--- src/hdl/iess_pkg.sv ---
// iess_pkg.sv: constants and types of the slave
// assumes one 40 MHz clock
`default_nettype none

package iess_pkg;

    localparam int CLK_HZ            = 40_000_000;

    // 25..35 ms window, rounds up
    localparam int CLK_LOW_LIMIT_MS  = 25;
    localparam int CLK_LOW_LIMIT_CYC = (CLK_LOW_LIMIT_MS * CLK_HZ + 999) / 1000;
    localparam int TO_W              = 20;

    // write cycle, rounds down
    localparam int WR_CYCLE_MS       = 5;
    localparam int WR_CYCLE_CYC      = (WR_CYCLE_MS * CLK_HZ) / 1000;
    localparam int WR_W              = 18;

    localparam logic [3:0] PRE_SENSOR = 4'h3;
    localparam logic [3:0] PRE_MEMORY = 4'ha;

    localparam int PAGE_BYTES = 16;
    localparam int MEM_BYTES  = 256;

    localparam logic [7:0]  MEM_ERASED  = 8'hff;
    localparam logic [7:0]  PTR_RESET   = 8'h00;
    localparam logic [3:0]  BIT_LAST    = 4'h8;
    localparam logic [1:0]  IDX_ADDR    = 2'h0;
    localparam logic [1:0]  IDX_PTR     = 2'h1;
    localparam logic [1:0]  IDX_DATA_HI = 2'h2;
    localparam logic [1:0]  IDX_DATA_LO = 2'h3;

    // sensor word: {pointer, value}
    localparam int SENS_W = 24;

    typedef enum logic [4:0] {
        S_IDLE = 5'b00001,
        S_RX   = 5'b00010,
        S_ACK  = 5'b00100,
        S_TX   = 5'b01000,
        S_MACK = 5'b10000
    } iess_state_t;

endpackage

`default_nettype wire

--- src/hdl/iess_stream_if.sv ---
// iess_stream_if.sv: valid/ready word stream
// assumes one clock at both ends
`timescale 1ns/100ps
`default_nettype none

interface iess_stream_if #(
    parameter int W = 8
);
    logic         valid;
    logic         ready;
    logic [W-1:0] data;

    modport src (output valid, output data, input  ready);
    modport snk (input  valid, input  data, output ready);
endinterface

`default_nettype wire

--- src/hdl/iess_fifo2.sv ---
// iess_fifo2.sv: two-entry buffer, outputs held in flip-flops
// assumes push and pop streams share clk
`timescale 1ns/100ps
`default_nettype none

module iess_fifo2 #(
    parameter int W = 8
) (
    input  wire logic    clk,
    input  wire logic    rst,
    iess_stream_if.snk   in_s,
    iess_stream_if.src   out_s
);
    logic         v0;
    logic         v1;
    logic [W-1:0] d0;
    logic [W-1:0] d1;
    logic         push;
    logic         pop;

    assign in_s.ready  = ~v1;
    assign out_s.valid = v0;
    assign out_s.data  = d0;
    assign push        = in_s.valid & ~v1;
    assign pop         = v0 & out_s.ready;

    always_ff @(posedge clk) begin
        if (rst) begin
            v0 <= 1'b0;
            v1 <= 1'b0;
            d0 <= '0;
            d1 <= '0;
        end else if (pop && push) begin
            d0 <= in_s.data;
        end else if (pop) begin
            d0 <= d1;
            v0 <= v1;
            v1 <= 1'b0;
        end else if (push) begin
            if (v0) begin
                d1 <= in_s.data;
                v1 <= 1'b1;
            end else begin
                d0 <= in_s.data;
                v0 <= 1'b1;
            end
        end
    end
endmodule

`default_nettype wire

--- src/hdl/iess_sync.sv ---
// iess_sync.sv: three-stage pin synchroniser
// assumes inputs are asynchronous to clk
`timescale 1ns/100ps
`default_nettype none

module iess_sync #(
    parameter int W = 1
) (
    input  wire logic         clk,
    input  wire logic         rst,
    input  wire logic [W-1:0] pin,
    output var  logic [W-1:0] level
);
    logic [W-1:0] s1;
    logic [W-1:0] s2;
    logic [W-1:0] s3;

    always_ff @(posedge clk) begin
        if (rst) begin
            s1 <= '1;
            s2 <= '1;
            s3 <= '1;
        end else begin
            s1 <= pin;
            s2 <= s1;
            s3 <= s2;
        end
    end

    always_ff @(posedge clk) begin
        if (rst) begin
            level <= '1;
        end else begin
            for (int i = 0; i < W; i++) begin
                if (s2[i] == s3[i]) begin
                    level[i] <= s3[i];
                end
            end
        end
    end
endmodule

`default_nettype wire

--- src/hdl/iess_top.sv ---
// iess_top.sv: two-wire slave for sensor registers and page memory
// assumes raw bus pins; sensor registers live outside on clk
//
// Functional notes
// - sensor: long clock low resets protocol, releases data
// - clock-low counter restarts on each clock fall in a frame
// - memory never times out
// - sample on clock rise, change drive after clock fall
// - reset: sensor converts after, memory idles
// - zero pulls data low, one releases
// - start: data fall, clock high; idle until start
// - stop: data rise, clock high; ends command
// - preamble 0011 sensor, 1010 memory
// - three address bits match select pins
// - last address bit: 1 read, 0 write
// - ack matching address (sensor write only while buffer has room) and each written byte
// - when sending, stop after master nack
// - write: address, location, data bytes (two for sensor, any count for memory)
// - stop commits sensor write or starts memory cycle
// - location: upper nibble page, lower nibble byte
// - in-page counter wraps within page
// - write cycle after stop, latest byte per position
// - no address ack during memory write cycle
// - memory resets to 0xff, no write lock
// - clock-low limit fires within 25 to 35 ms
// - pointers reset to 00h
`timescale 1ns/100ps
`default_nettype none

module iess_top
    import iess_pkg::*;
#(
    parameter logic [TO_W-1:0] LOW_LIMIT_CYC   = TO_W'(CLK_LOW_LIMIT_CYC),
    parameter logic [WR_W-1:0] WR_CYCLE_CYCLES = WR_W'(WR_CYCLE_CYC)
) (
    input  wire logic              clk,
    input  wire logic              rst,
    input  wire logic              scl_in,
    input  wire logic              sda_in,
    output var  logic              sda_out,
    output var  logic              sda_oe,
    input  wire logic              addr_select_pin_zero,
    input  wire logic              addr_select_pin_one,
    input  wire logic              addr_select_pin_two,
    output var  logic              sensor_conv_mode,
    output var  logic              nvm_busy,
    output var  logic [7:0]        sens_rd_ptr,
    input  wire logic [15:0]       sens_rd_data,
    output logic                   sens_wr_valid,
    output logic [SENS_W-1:0]      sens_wr_data,
    input  wire logic              sens_wr_ready
);

    logic [1:0]       bus_lv;
    logic [2:0]       pin_lv;
    logic             scl_s;
    logic             sda_s;
    logic             scl_q;
    logic             sda_q;
    logic             scl_rise;
    logic             scl_fall;
    logic             start_det;
    logic             stop_det;

    iess_state_t      state;
    logic             in_frame;
    logic [3:0]       bitcnt;
    logic [7:0]       shreg;
    logic [1:0]       bytecnt;
    logic             sel_mem;
    logic             sel_sens;
    logic             rd;
    logic [7:0]       txbyte;
    logic [7:0]       tx_next;
    logic             tx_half;

    logic [TO_W-1:0]  to_cnt;
    logic             to_fire;

    logic             pre_mem;
    logic             pre_sens;
    logic             pins_ok;
    logic             addr_ok;
    logic             rx_byte;
    logic             tx_load;

    logic [7:0]       mem_ptr;
    logic [15:0]      sens_data;
    logic             sens_pend;

    logic             pg_clear;
    logic             pg_write;
    logic [3:0]       page_num;
    logic [15:0]      page_mask;
    logic [7:0]       page_buf [PAGE_BYTES];
    logic [7:0]       mem      [MEM_BYTES];
    logic [WR_W-1:0]  wr_cnt;

    iess_stream_if #(.W(SENS_W)) push_s ();
    iess_stream_if #(.W(SENS_W)) pop_s ();

    // pin synchronisers
    iess_sync #(.W(2)) u_bus_sync (
        .clk   (clk),
        .rst   (rst),
        .pin   ({scl_in, sda_in}),
        .level (bus_lv)
    );

    iess_sync #(.W(3)) u_pin_sync (
        .clk   (clk),
        .rst   (rst),
        .pin   ({addr_select_pin_two, addr_select_pin_one, addr_select_pin_zero}),
        .level (pin_lv)
    );

    assign scl_s = bus_lv[1];
    assign sda_s = bus_lv[0];

    always_ff @(posedge clk) begin
        if (rst) begin
            scl_q <= 1'b1;
            sda_q <= 1'b1;
        end else begin
            scl_q <= scl_s;
            sda_q <= sda_s;
        end
    end

    assign scl_rise  = scl_s & ~scl_q;
    assign scl_fall  = ~scl_s & scl_q;
    assign start_det = scl_s & scl_q & sda_q & ~sda_s;
    assign stop_det  = scl_s & scl_q & ~sda_q & sda_s;

    // frame tracking for the clock-low counter
    always_ff @(posedge clk) begin
        if (rst) begin
            in_frame <= 1'b0;
        end else if (start_det) begin
            in_frame <= 1'b1;
        end else if (stop_det || to_fire) begin
            in_frame <= 1'b0;
        end
    end

    always_ff @(posedge clk) begin
        if (rst || scl_fall || !in_frame) begin
            to_cnt <= '0;
        end else if (!scl_s && to_cnt != LOW_LIMIT_CYC) begin
            to_cnt <= to_cnt + 1'b1;
        end
    end

    // limit applies to sensor only
    assign to_fire = sel_sens && (to_cnt == LOW_LIMIT_CYC);

    // address decode
    assign pre_mem  = (shreg[7:4] == PRE_MEMORY);
    assign pre_sens = (shreg[7:4] == PRE_SENSOR);
    assign pins_ok  = (shreg[3:1] == pin_lv);
    assign addr_ok  = pins_ok && ((pre_mem && !nvm_busy)
                               || (pre_sens && (shreg[0] || push_s.ready)));

    assign rx_byte = (state == S_RX) && scl_fall && (bitcnt == BIT_LAST);
    assign tx_load = scl_fall && (((state == S_ACK) && rd) || (state == S_MACK));

    always_comb begin
        if (sel_mem) begin
            tx_next = mem[mem_ptr];
        end else if (tx_half) begin
            tx_next = sens_rd_data[7:0];
        end else begin
            tx_next = sens_rd_data[15:8];
        end
    end

    // protocol sequencer
    always_ff @(posedge clk) begin
        if (rst) begin
            state    <= S_IDLE;
            bitcnt   <= '0;
            shreg    <= '0;
            bytecnt  <= IDX_ADDR;
            sel_mem  <= 1'b0;
            sel_sens <= 1'b0;
            rd       <= 1'b0;
            sda_oe   <= 1'b0;
            txbyte   <= '0;
        end else if (start_det) begin
            state    <= S_RX;
            bitcnt   <= '0;
            bytecnt  <= IDX_ADDR;
            sel_mem  <= 1'b0;
            sel_sens <= 1'b0;
            rd       <= 1'b0;
            sda_oe   <= 1'b0;
        end else if (stop_det || to_fire) begin
            state    <= S_IDLE;
            sel_mem  <= 1'b0;
            sel_sens <= 1'b0;
            sda_oe   <= 1'b0;
        end else begin
            unique case (state)
                S_IDLE: begin
                    sda_oe <= 1'b0;
                end
                S_RX: begin
                    if (scl_rise && bitcnt != BIT_LAST) begin
                        shreg  <= {shreg[6:0], sda_s};
                        bitcnt <= bitcnt + 1'b1;
                    end else if (rx_byte) begin
                        if (bytecnt != IDX_DATA_LO) begin
                            bytecnt <= bytecnt + 1'b1;
                        end
                        if (bytecnt != IDX_ADDR || addr_ok) begin
                            sda_oe <= 1'b1;
                            state  <= S_ACK;
                            if (bytecnt == IDX_ADDR) begin
                                sel_mem  <= pre_mem;
                                sel_sens <= ~pre_mem;
                                rd       <= shreg[0];
                            end
                        end else begin
                            state <= S_IDLE;
                        end
                    end
                end
                S_ACK: begin
                    if (scl_fall) begin
                        if (rd) begin
                            txbyte <= tx_next;
                            sda_oe <= ~tx_next[7];
                            bitcnt <= 4'h1;
                            state  <= S_TX;
                        end else begin
                            sda_oe <= 1'b0;
                            bitcnt <= '0;
                            state  <= S_RX;
                        end
                    end
                end
                S_TX: begin
                    if (scl_fall) begin
                        if (bitcnt == BIT_LAST) begin
                            sda_oe <= 1'b0;
                            state  <= S_MACK;
                        end else begin
                            txbyte <= {txbyte[6:0], 1'b0};
                            sda_oe <= ~txbyte[6];
                            bitcnt <= bitcnt + 1'b1;
                        end
                    end
                end
                S_MACK: begin
                    if (scl_rise && sda_s) begin
                        state <= S_IDLE;
                    end else if (scl_fall) begin
                        txbyte <= tx_next;
                        sda_oe <= ~tx_next[7];
                        bitcnt <= 4'h1;
                        state  <= S_TX;
                    end
                end
                default: begin
                    state  <= S_IDLE;
                    sda_oe <= 1'b0;
                end
            endcase
        end
    end

    // pointers and sensor write staging
    always_ff @(posedge clk) begin
        if (rst) begin
            mem_ptr   <= PTR_RESET;
            sens_rd_ptr <= PTR_RESET;
            sens_data <= '0;
            sens_pend <= 1'b0;
            tx_half   <= 1'b0;
        end else begin
            if (start_det || stop_det || to_fire) begin
                sens_pend <= 1'b0;
            end else if (rx_byte && !rd && sel_sens && bytecnt == IDX_DATA_LO) begin
                sens_pend <= 1'b1;
            end
            if (start_det) begin
                tx_half <= 1'b0;
            end else if (rx_byte && !rd && bytecnt == IDX_PTR) begin
                if (sel_mem) begin
                    mem_ptr <= shreg;
                end else begin
                    sens_rd_ptr <= shreg;
                    tx_half     <= 1'b0;
                end
            end else if (rx_byte && !rd && bytecnt != IDX_ADDR) begin
                if (sel_mem) begin
                    mem_ptr[3:0] <= mem_ptr[3:0] + 1'b1;
                end else if (bytecnt == IDX_DATA_HI) begin
                    sens_data[15:8] <= shreg;
                end else begin
                    sens_data[7:0] <= shreg;
                end
            end else if (tx_load) begin
                if (sel_mem) begin
                    mem_ptr <= mem_ptr + 1'b1;
                end else begin
                    tx_half <= ~tx_half;
                end
            end
        end
    end

    // sensor commit through the buffer
    assign push_s.valid = stop_det && sens_pend;
    assign push_s.data  = {sens_rd_ptr, sens_data};
    assign pop_s.ready  = sens_wr_ready;
    assign sens_wr_valid = pop_s.valid;
    assign sens_wr_data  = pop_s.data;

    iess_fifo2 #(.W(SENS_W)) u_fifo (
        .clk   (clk),
        .rst   (rst),
        .in_s  (push_s),
        .out_s (pop_s)
    );

    // page buffer and nonvolatile array
    assign pg_clear = rx_byte && !rd && sel_mem && (bytecnt == IDX_PTR);
    assign pg_write = rx_byte && !rd && sel_mem && (bytecnt[1] == 1'b1);

    always_ff @(posedge clk) begin
        if (rst) begin
            nvm_busy  <= 1'b0;
            wr_cnt    <= '0;
            page_num  <= '0;
            page_mask <= '0;
            for (int i = 0; i < PAGE_BYTES; i++) begin
                page_buf[i] <= MEM_ERASED;
            end
            for (int i = 0; i < MEM_BYTES; i++) begin
                mem[i] <= MEM_ERASED;
            end
        end else begin
            if (pg_clear) begin
                page_mask <= '0;
                page_num  <= shreg[7:4];
            end else if (pg_write) begin
                page_buf[mem_ptr[3:0]]  <= shreg;
                page_mask[mem_ptr[3:0]] <= 1'b1;
            end
            if (!nvm_busy && stop_det && (|page_mask)) begin
                nvm_busy <= 1'b1;
                wr_cnt   <= '0;
            end else if (nvm_busy) begin
                if (wr_cnt == WR_CYCLE_CYCLES - 1'b1) begin
                    nvm_busy  <= 1'b0;
                    page_mask <= '0;
                    for (int i = 0; i < PAGE_BYTES; i++) begin
                        if (page_mask[i]) begin
                            mem[{page_num, 4'(i)}] <= page_buf[i];
                        end
                    end
                end else begin
                    wr_cnt <= wr_cnt + 1'b1;
                end
            end
        end
    end

    // open-drain level low; conversion after reset
    always_ff @(posedge clk) begin
        if (rst) begin
            sda_out          <= 1'b0;
            sensor_conv_mode <= 1'b0;
        end else begin
            sda_out          <= 1'b0;
            sensor_conv_mode <= 1'b1;
        end
    end

endmodule

`default_nettype wire
--- config.mk ---
export PLATFORM = sky130hd
export DESIGN_NAME = iess_top
export DESIGN_NICKNAME = d
export VERILOG_FILES = /design/src/hdl/iess_pkg.sv /design/src/hdl/iess_stream_if.sv /design/src/hdl/iess_fifo2.sv /design/src/hdl/iess_sync.sv /design/src/hdl/iess_top.sv
export SDC_FILE = /design/constraint.sdc
export NUM_CORES = 2
export LEC_CHECK = 0
export CAP_MARGIN = 15
export CORE_MARGIN = 2
export CORE_UTILIZATION = 40
export DETAILED_ROUTE_END_ITERATION = 7
export DONT_BUFFER_PORTS = 1
export PLACE_DENSITY_LB_ADDON = 0.12
export REMOVE_ABC_BUFFERS = 1
export SLEW_MARGIN = 10
export SYNTH_ARGS = -nofsm -noshare
export SYNTH_HDL_FRONTEND = slang
export SYNTH_HIERARCHICAL = 1
export SYNTH_SLANG_ARGS = --single-unit
--- constraint.sdc ---
create_clock -name clk -period 6.8 [get_ports clk]
set_clock_uncertainty 0.1 [all_clocks]
set_input_delay 0 -clock clk [delete_from_list [all_inputs] [get_ports clk]]
set_output_delay 0 -clock clk [all_outputs]
set_load 0.05 [all_outputs]
==> metrics.cfg <==
[status]
outcome=complete, no violations

[synthesis]
synth-xor-area-share=0.002984
yosysSeqAreaShare=0.6380
synth.cell_area_sq_um=108600
synthAdderAreaFrac=0.001728
synthArstFlopShare=0
synth_top_family_by_area=simple AND/OR/NAND/NOR gates
ys_ff_latch=2373
synthMuxAreaShare=0.1249
synth_compound_area_frac=0.04198
yosys.area_share.simple=0.1543
synthFlopType=edfxtp_1
yosys_warnings=6
synth-edff-count=2176
ys_types=86
avgSynthCellArea_sq_um=14.15
synth_cells=7673

[timing]
max_freq_mhz=204.0
whs_ps=31.71
finalHoldViolCount=0
rsz0062_at_grt=no
min_period_ps=4901
tightest_slew_ps=1412
slew_headroom=0.05890
finalCritPeriodShare=0.7207
setup_viol=0
slew_violations=0

[power]
power.density_nw_per_um2=268.6
finalPower_mw=32.84
ir_worst_vdd_mv=0.2048
leakagePower_nw=37.20

[detailed_routing]
drt-total-wl_um=489300
first_pass_iters=5
vias=74262
wl_per_cell_um=43.06
postRouteAntennaNets=0
post-route-drc-count=0
dr.first_iter.drc_count=13031
routed_via_density=6.535

[die]
die_area_sq_um=275700
pin_count=61
start_util=0.4015
rows=191
die_x_um=525.1
coreArea_sq_um=270500
die_h_um=525.1

[worst_setup_path]
r2r_slack_ps=1900
critPathArrivalTime_ps=5600
rr_worst_depth=9
crit_path_start=mem_ptr[0]$_SDFFE_PP0P_
r2r_end=txbyte[3]$_SDFFE_PP0P_
crit_type=register to register
worstSetupEndpointType=register
cp_data_required_time_ps=7500
cp_max_fo=32
crit_end=txbyte[3]$_SDFFE_PP0P_
worst_setup_path_start_kind=register
r2r-start=mem_ptr[0]$_SDFFE_PP0P_

[worst_hold_path]
holdPathStages=4
hold_path_class=input pin to register

[grt]
grt_max_degree=128
grtUsageTotal=0.3484
antenna_found_initial=128
overflow=0
grt_pass1_wl_um=647700
first_global_vias=68823

[clock_tree]
cts.hold.buffers_added=23
cts_root_buffer=clkbuf_16
post_cts_buffers=0
clock_path_buffers=4
cts_inserted_buffers=274
clk_latency_ps=940
path_clk_slew_ps=70
cts.htree.levels=5
cts-resized-gates=0
cts_tree=yes
clock-sinks=2373

[placed_design]
io_buffers=0
place_congestion=1.073
dp.final_hpwl_um=325300

[layout]
final_cell_mix=edfxtp_1 (2176), or3_1 (2060), mux4_2 (484), buf_4 (438), clkbuf_16 (280)
layout_commonest_cell=edfxtp_1
drive_gt1_frac=0.2019
syn_to_final_growth_pct=12.55
final_nets=7594
n_fill_cell=23857

[flow_run]
cap_violations=0

## metal layers
layer,vias up,global-route usage,part of all wire
li1,29709,-,-
met1,38628,0.4666,0.38
met2,4913,0.5291,0.45
met3,974,0.07462,0.11
met4,38,0.1912,0.067
met5,-,0,0.00054
## kinds of logic (layout without fill, tap and decap cells)
logic type      after synthesis  in the layout
simple gates               2831           2831
flops                      2373           2373
buf+inv                     933           1013
mux                         748            748
compound gates              735            735
xor+xnor                     37             37
fa+ha+maj                    15             15
other cells                   1             42
## critical path, cell delays in order (launching register included)
cell	delay, ps
dfxtp_4	1100
buf_12	330
buf_4	490
mux4_2	640
mux2i_1	670
o21ai_0	360
o211ai_1	370
a31oi_1	260
a21oi_1	210
o22ai_1	90
## per-stage QoR
stage / instance area [sq um] / cells / setup slack (ps) / utilization / TNS (ps)
finish: 122200 / 11364 / 1899 / 0.4518 / 0
global route: 122100 / 11326 / 2050 / 0.4515 / 0
CTS: 122000 / 11302 / 2080 / 0.4510 / 0
floorplan: 104800 / 6771 / -19470 / - / -4537700
global placement: 113300 / 10794 / 2120 / 0.4188 / 0
detailed placement: 113400 / 10805 / 2106 / 0.4191 / 0
## cell usage after synthesis, types with 10 or more instances
master / number / share of area
xnor2_1: 16 / 0.0013
inv_1: 27 / 0.00093
nor2_1: 151 / 0.0052
mux4_2: 484 / 0.10
xor2_1: 21 / 0.0017
nor2b_1: 22 / 0.0013
a2111oi_0: 10 / 0.00081
buf_4: 52 / 0.0036
or2_1: 15 / 0.00086
nand2b_1: 16 / 0.00092
nor4_1: 15 / 0.00086
or3_1: 2060 / 0.12
nand4_1: 20 / 0.0012
o211ai_1: 21 / 0.0015
clkbuf_1: 736 / 0.025
a221oi_1: 18 / 0.0015
and2_1: 13 / 0.00075
a22oi_1: 53 / 0.0037
o221ai_1: 19 / 0.0015
a211oi_1: 22 / 0.0015
mux2i_1: 244 / 0.022
dfxtp_1: 197 / 0.036
a21oi_1: 135 / 0.0062
o21ai_0: 318 / 0.015
edfxtp_1: 2176 / 0.60
a31oi_1: 19 / 0.0011
or2_2: 138 / 0.0079
nand2_1: 230 / 0.0079
buf_1: 26 / 0.00090
mux2_2: 20 / 0.0021
o22ai_1: 23 / 0.0013
ha_1: 15 / 0.0017
o221a_1: 21 / 0.0022
nand3_1: 65 / 0.0030
buf_6: 13 / 0.0013
buf_2: 73 / 0.0034
nor3_1: 36 / 0.0017
## area by class of cell
type	count	area (sq um)	share of cell area
diodes	41	102.6	0.0008393
clock buffers	350	7342	0.06006
clock inverters	124	1045	0.008547
inverters	31	128.9	0.001054
multi-input cells	4367	35720	0.2923
flip-flops and latches	2373	69310	0.5670
well taps	3570	4467	0.03654
repair buffers	508	4118	0.03369
## worst min-delay path by stage
stage / endpoint / startpoint / slack [ps]
2_1_floorplan: in_frame$_SDFFE_PP0P_ / rst / -30
4_1_cts: mem[120][7]$_SDFFCE_PN1P_ / rst / 10
5_1_grt: mem[120][7]$_SDFFCE_PN1P_ / rst / 10
3_3_place_gp: u_fifo/v1$_SDFFE_PP0P_ / sens_wr_ready / -1
3_5_place_dp: u_pin_sync/s1[2]$_SDFF_PP1_ / addr_select_pin_two / 0.1
6_report: mem[120][7]$_SDFFCE_PN1P_ / rst / 30
## report_power, final
part	switching (mW)	leakage [nW]	total, mW	internal, mW
Sequential	0.333	23.5	16.9	16.5
Clock	6.20	4.12	14.3	8.08
Combinational	1.29	9.55	1.68	0.390
Total	7.82	37.2	32.8	25.0
## flip-flops by register name, summed over array words and instances (netlist names), 3 cells and up
name / count
mem: 2048
page_buf: 128
u_fifo/d1: 24
u_fifo/out_s.data: 24
to_cnt: 20
wr_cnt: 18
page_mask: 16
sens_data: 16
mem_ptr: 8
sens_rd_ptr: 8
shreg: 8
txbyte: 7
state: 5
bitcnt: 4
page_num: 4
u_pin_sync/level: 3
u_pin_sync/s1: 3
u_pin_sync/s2: 3
u_pin_sync/s3: 3
Power figures use the tool's default switching activity.
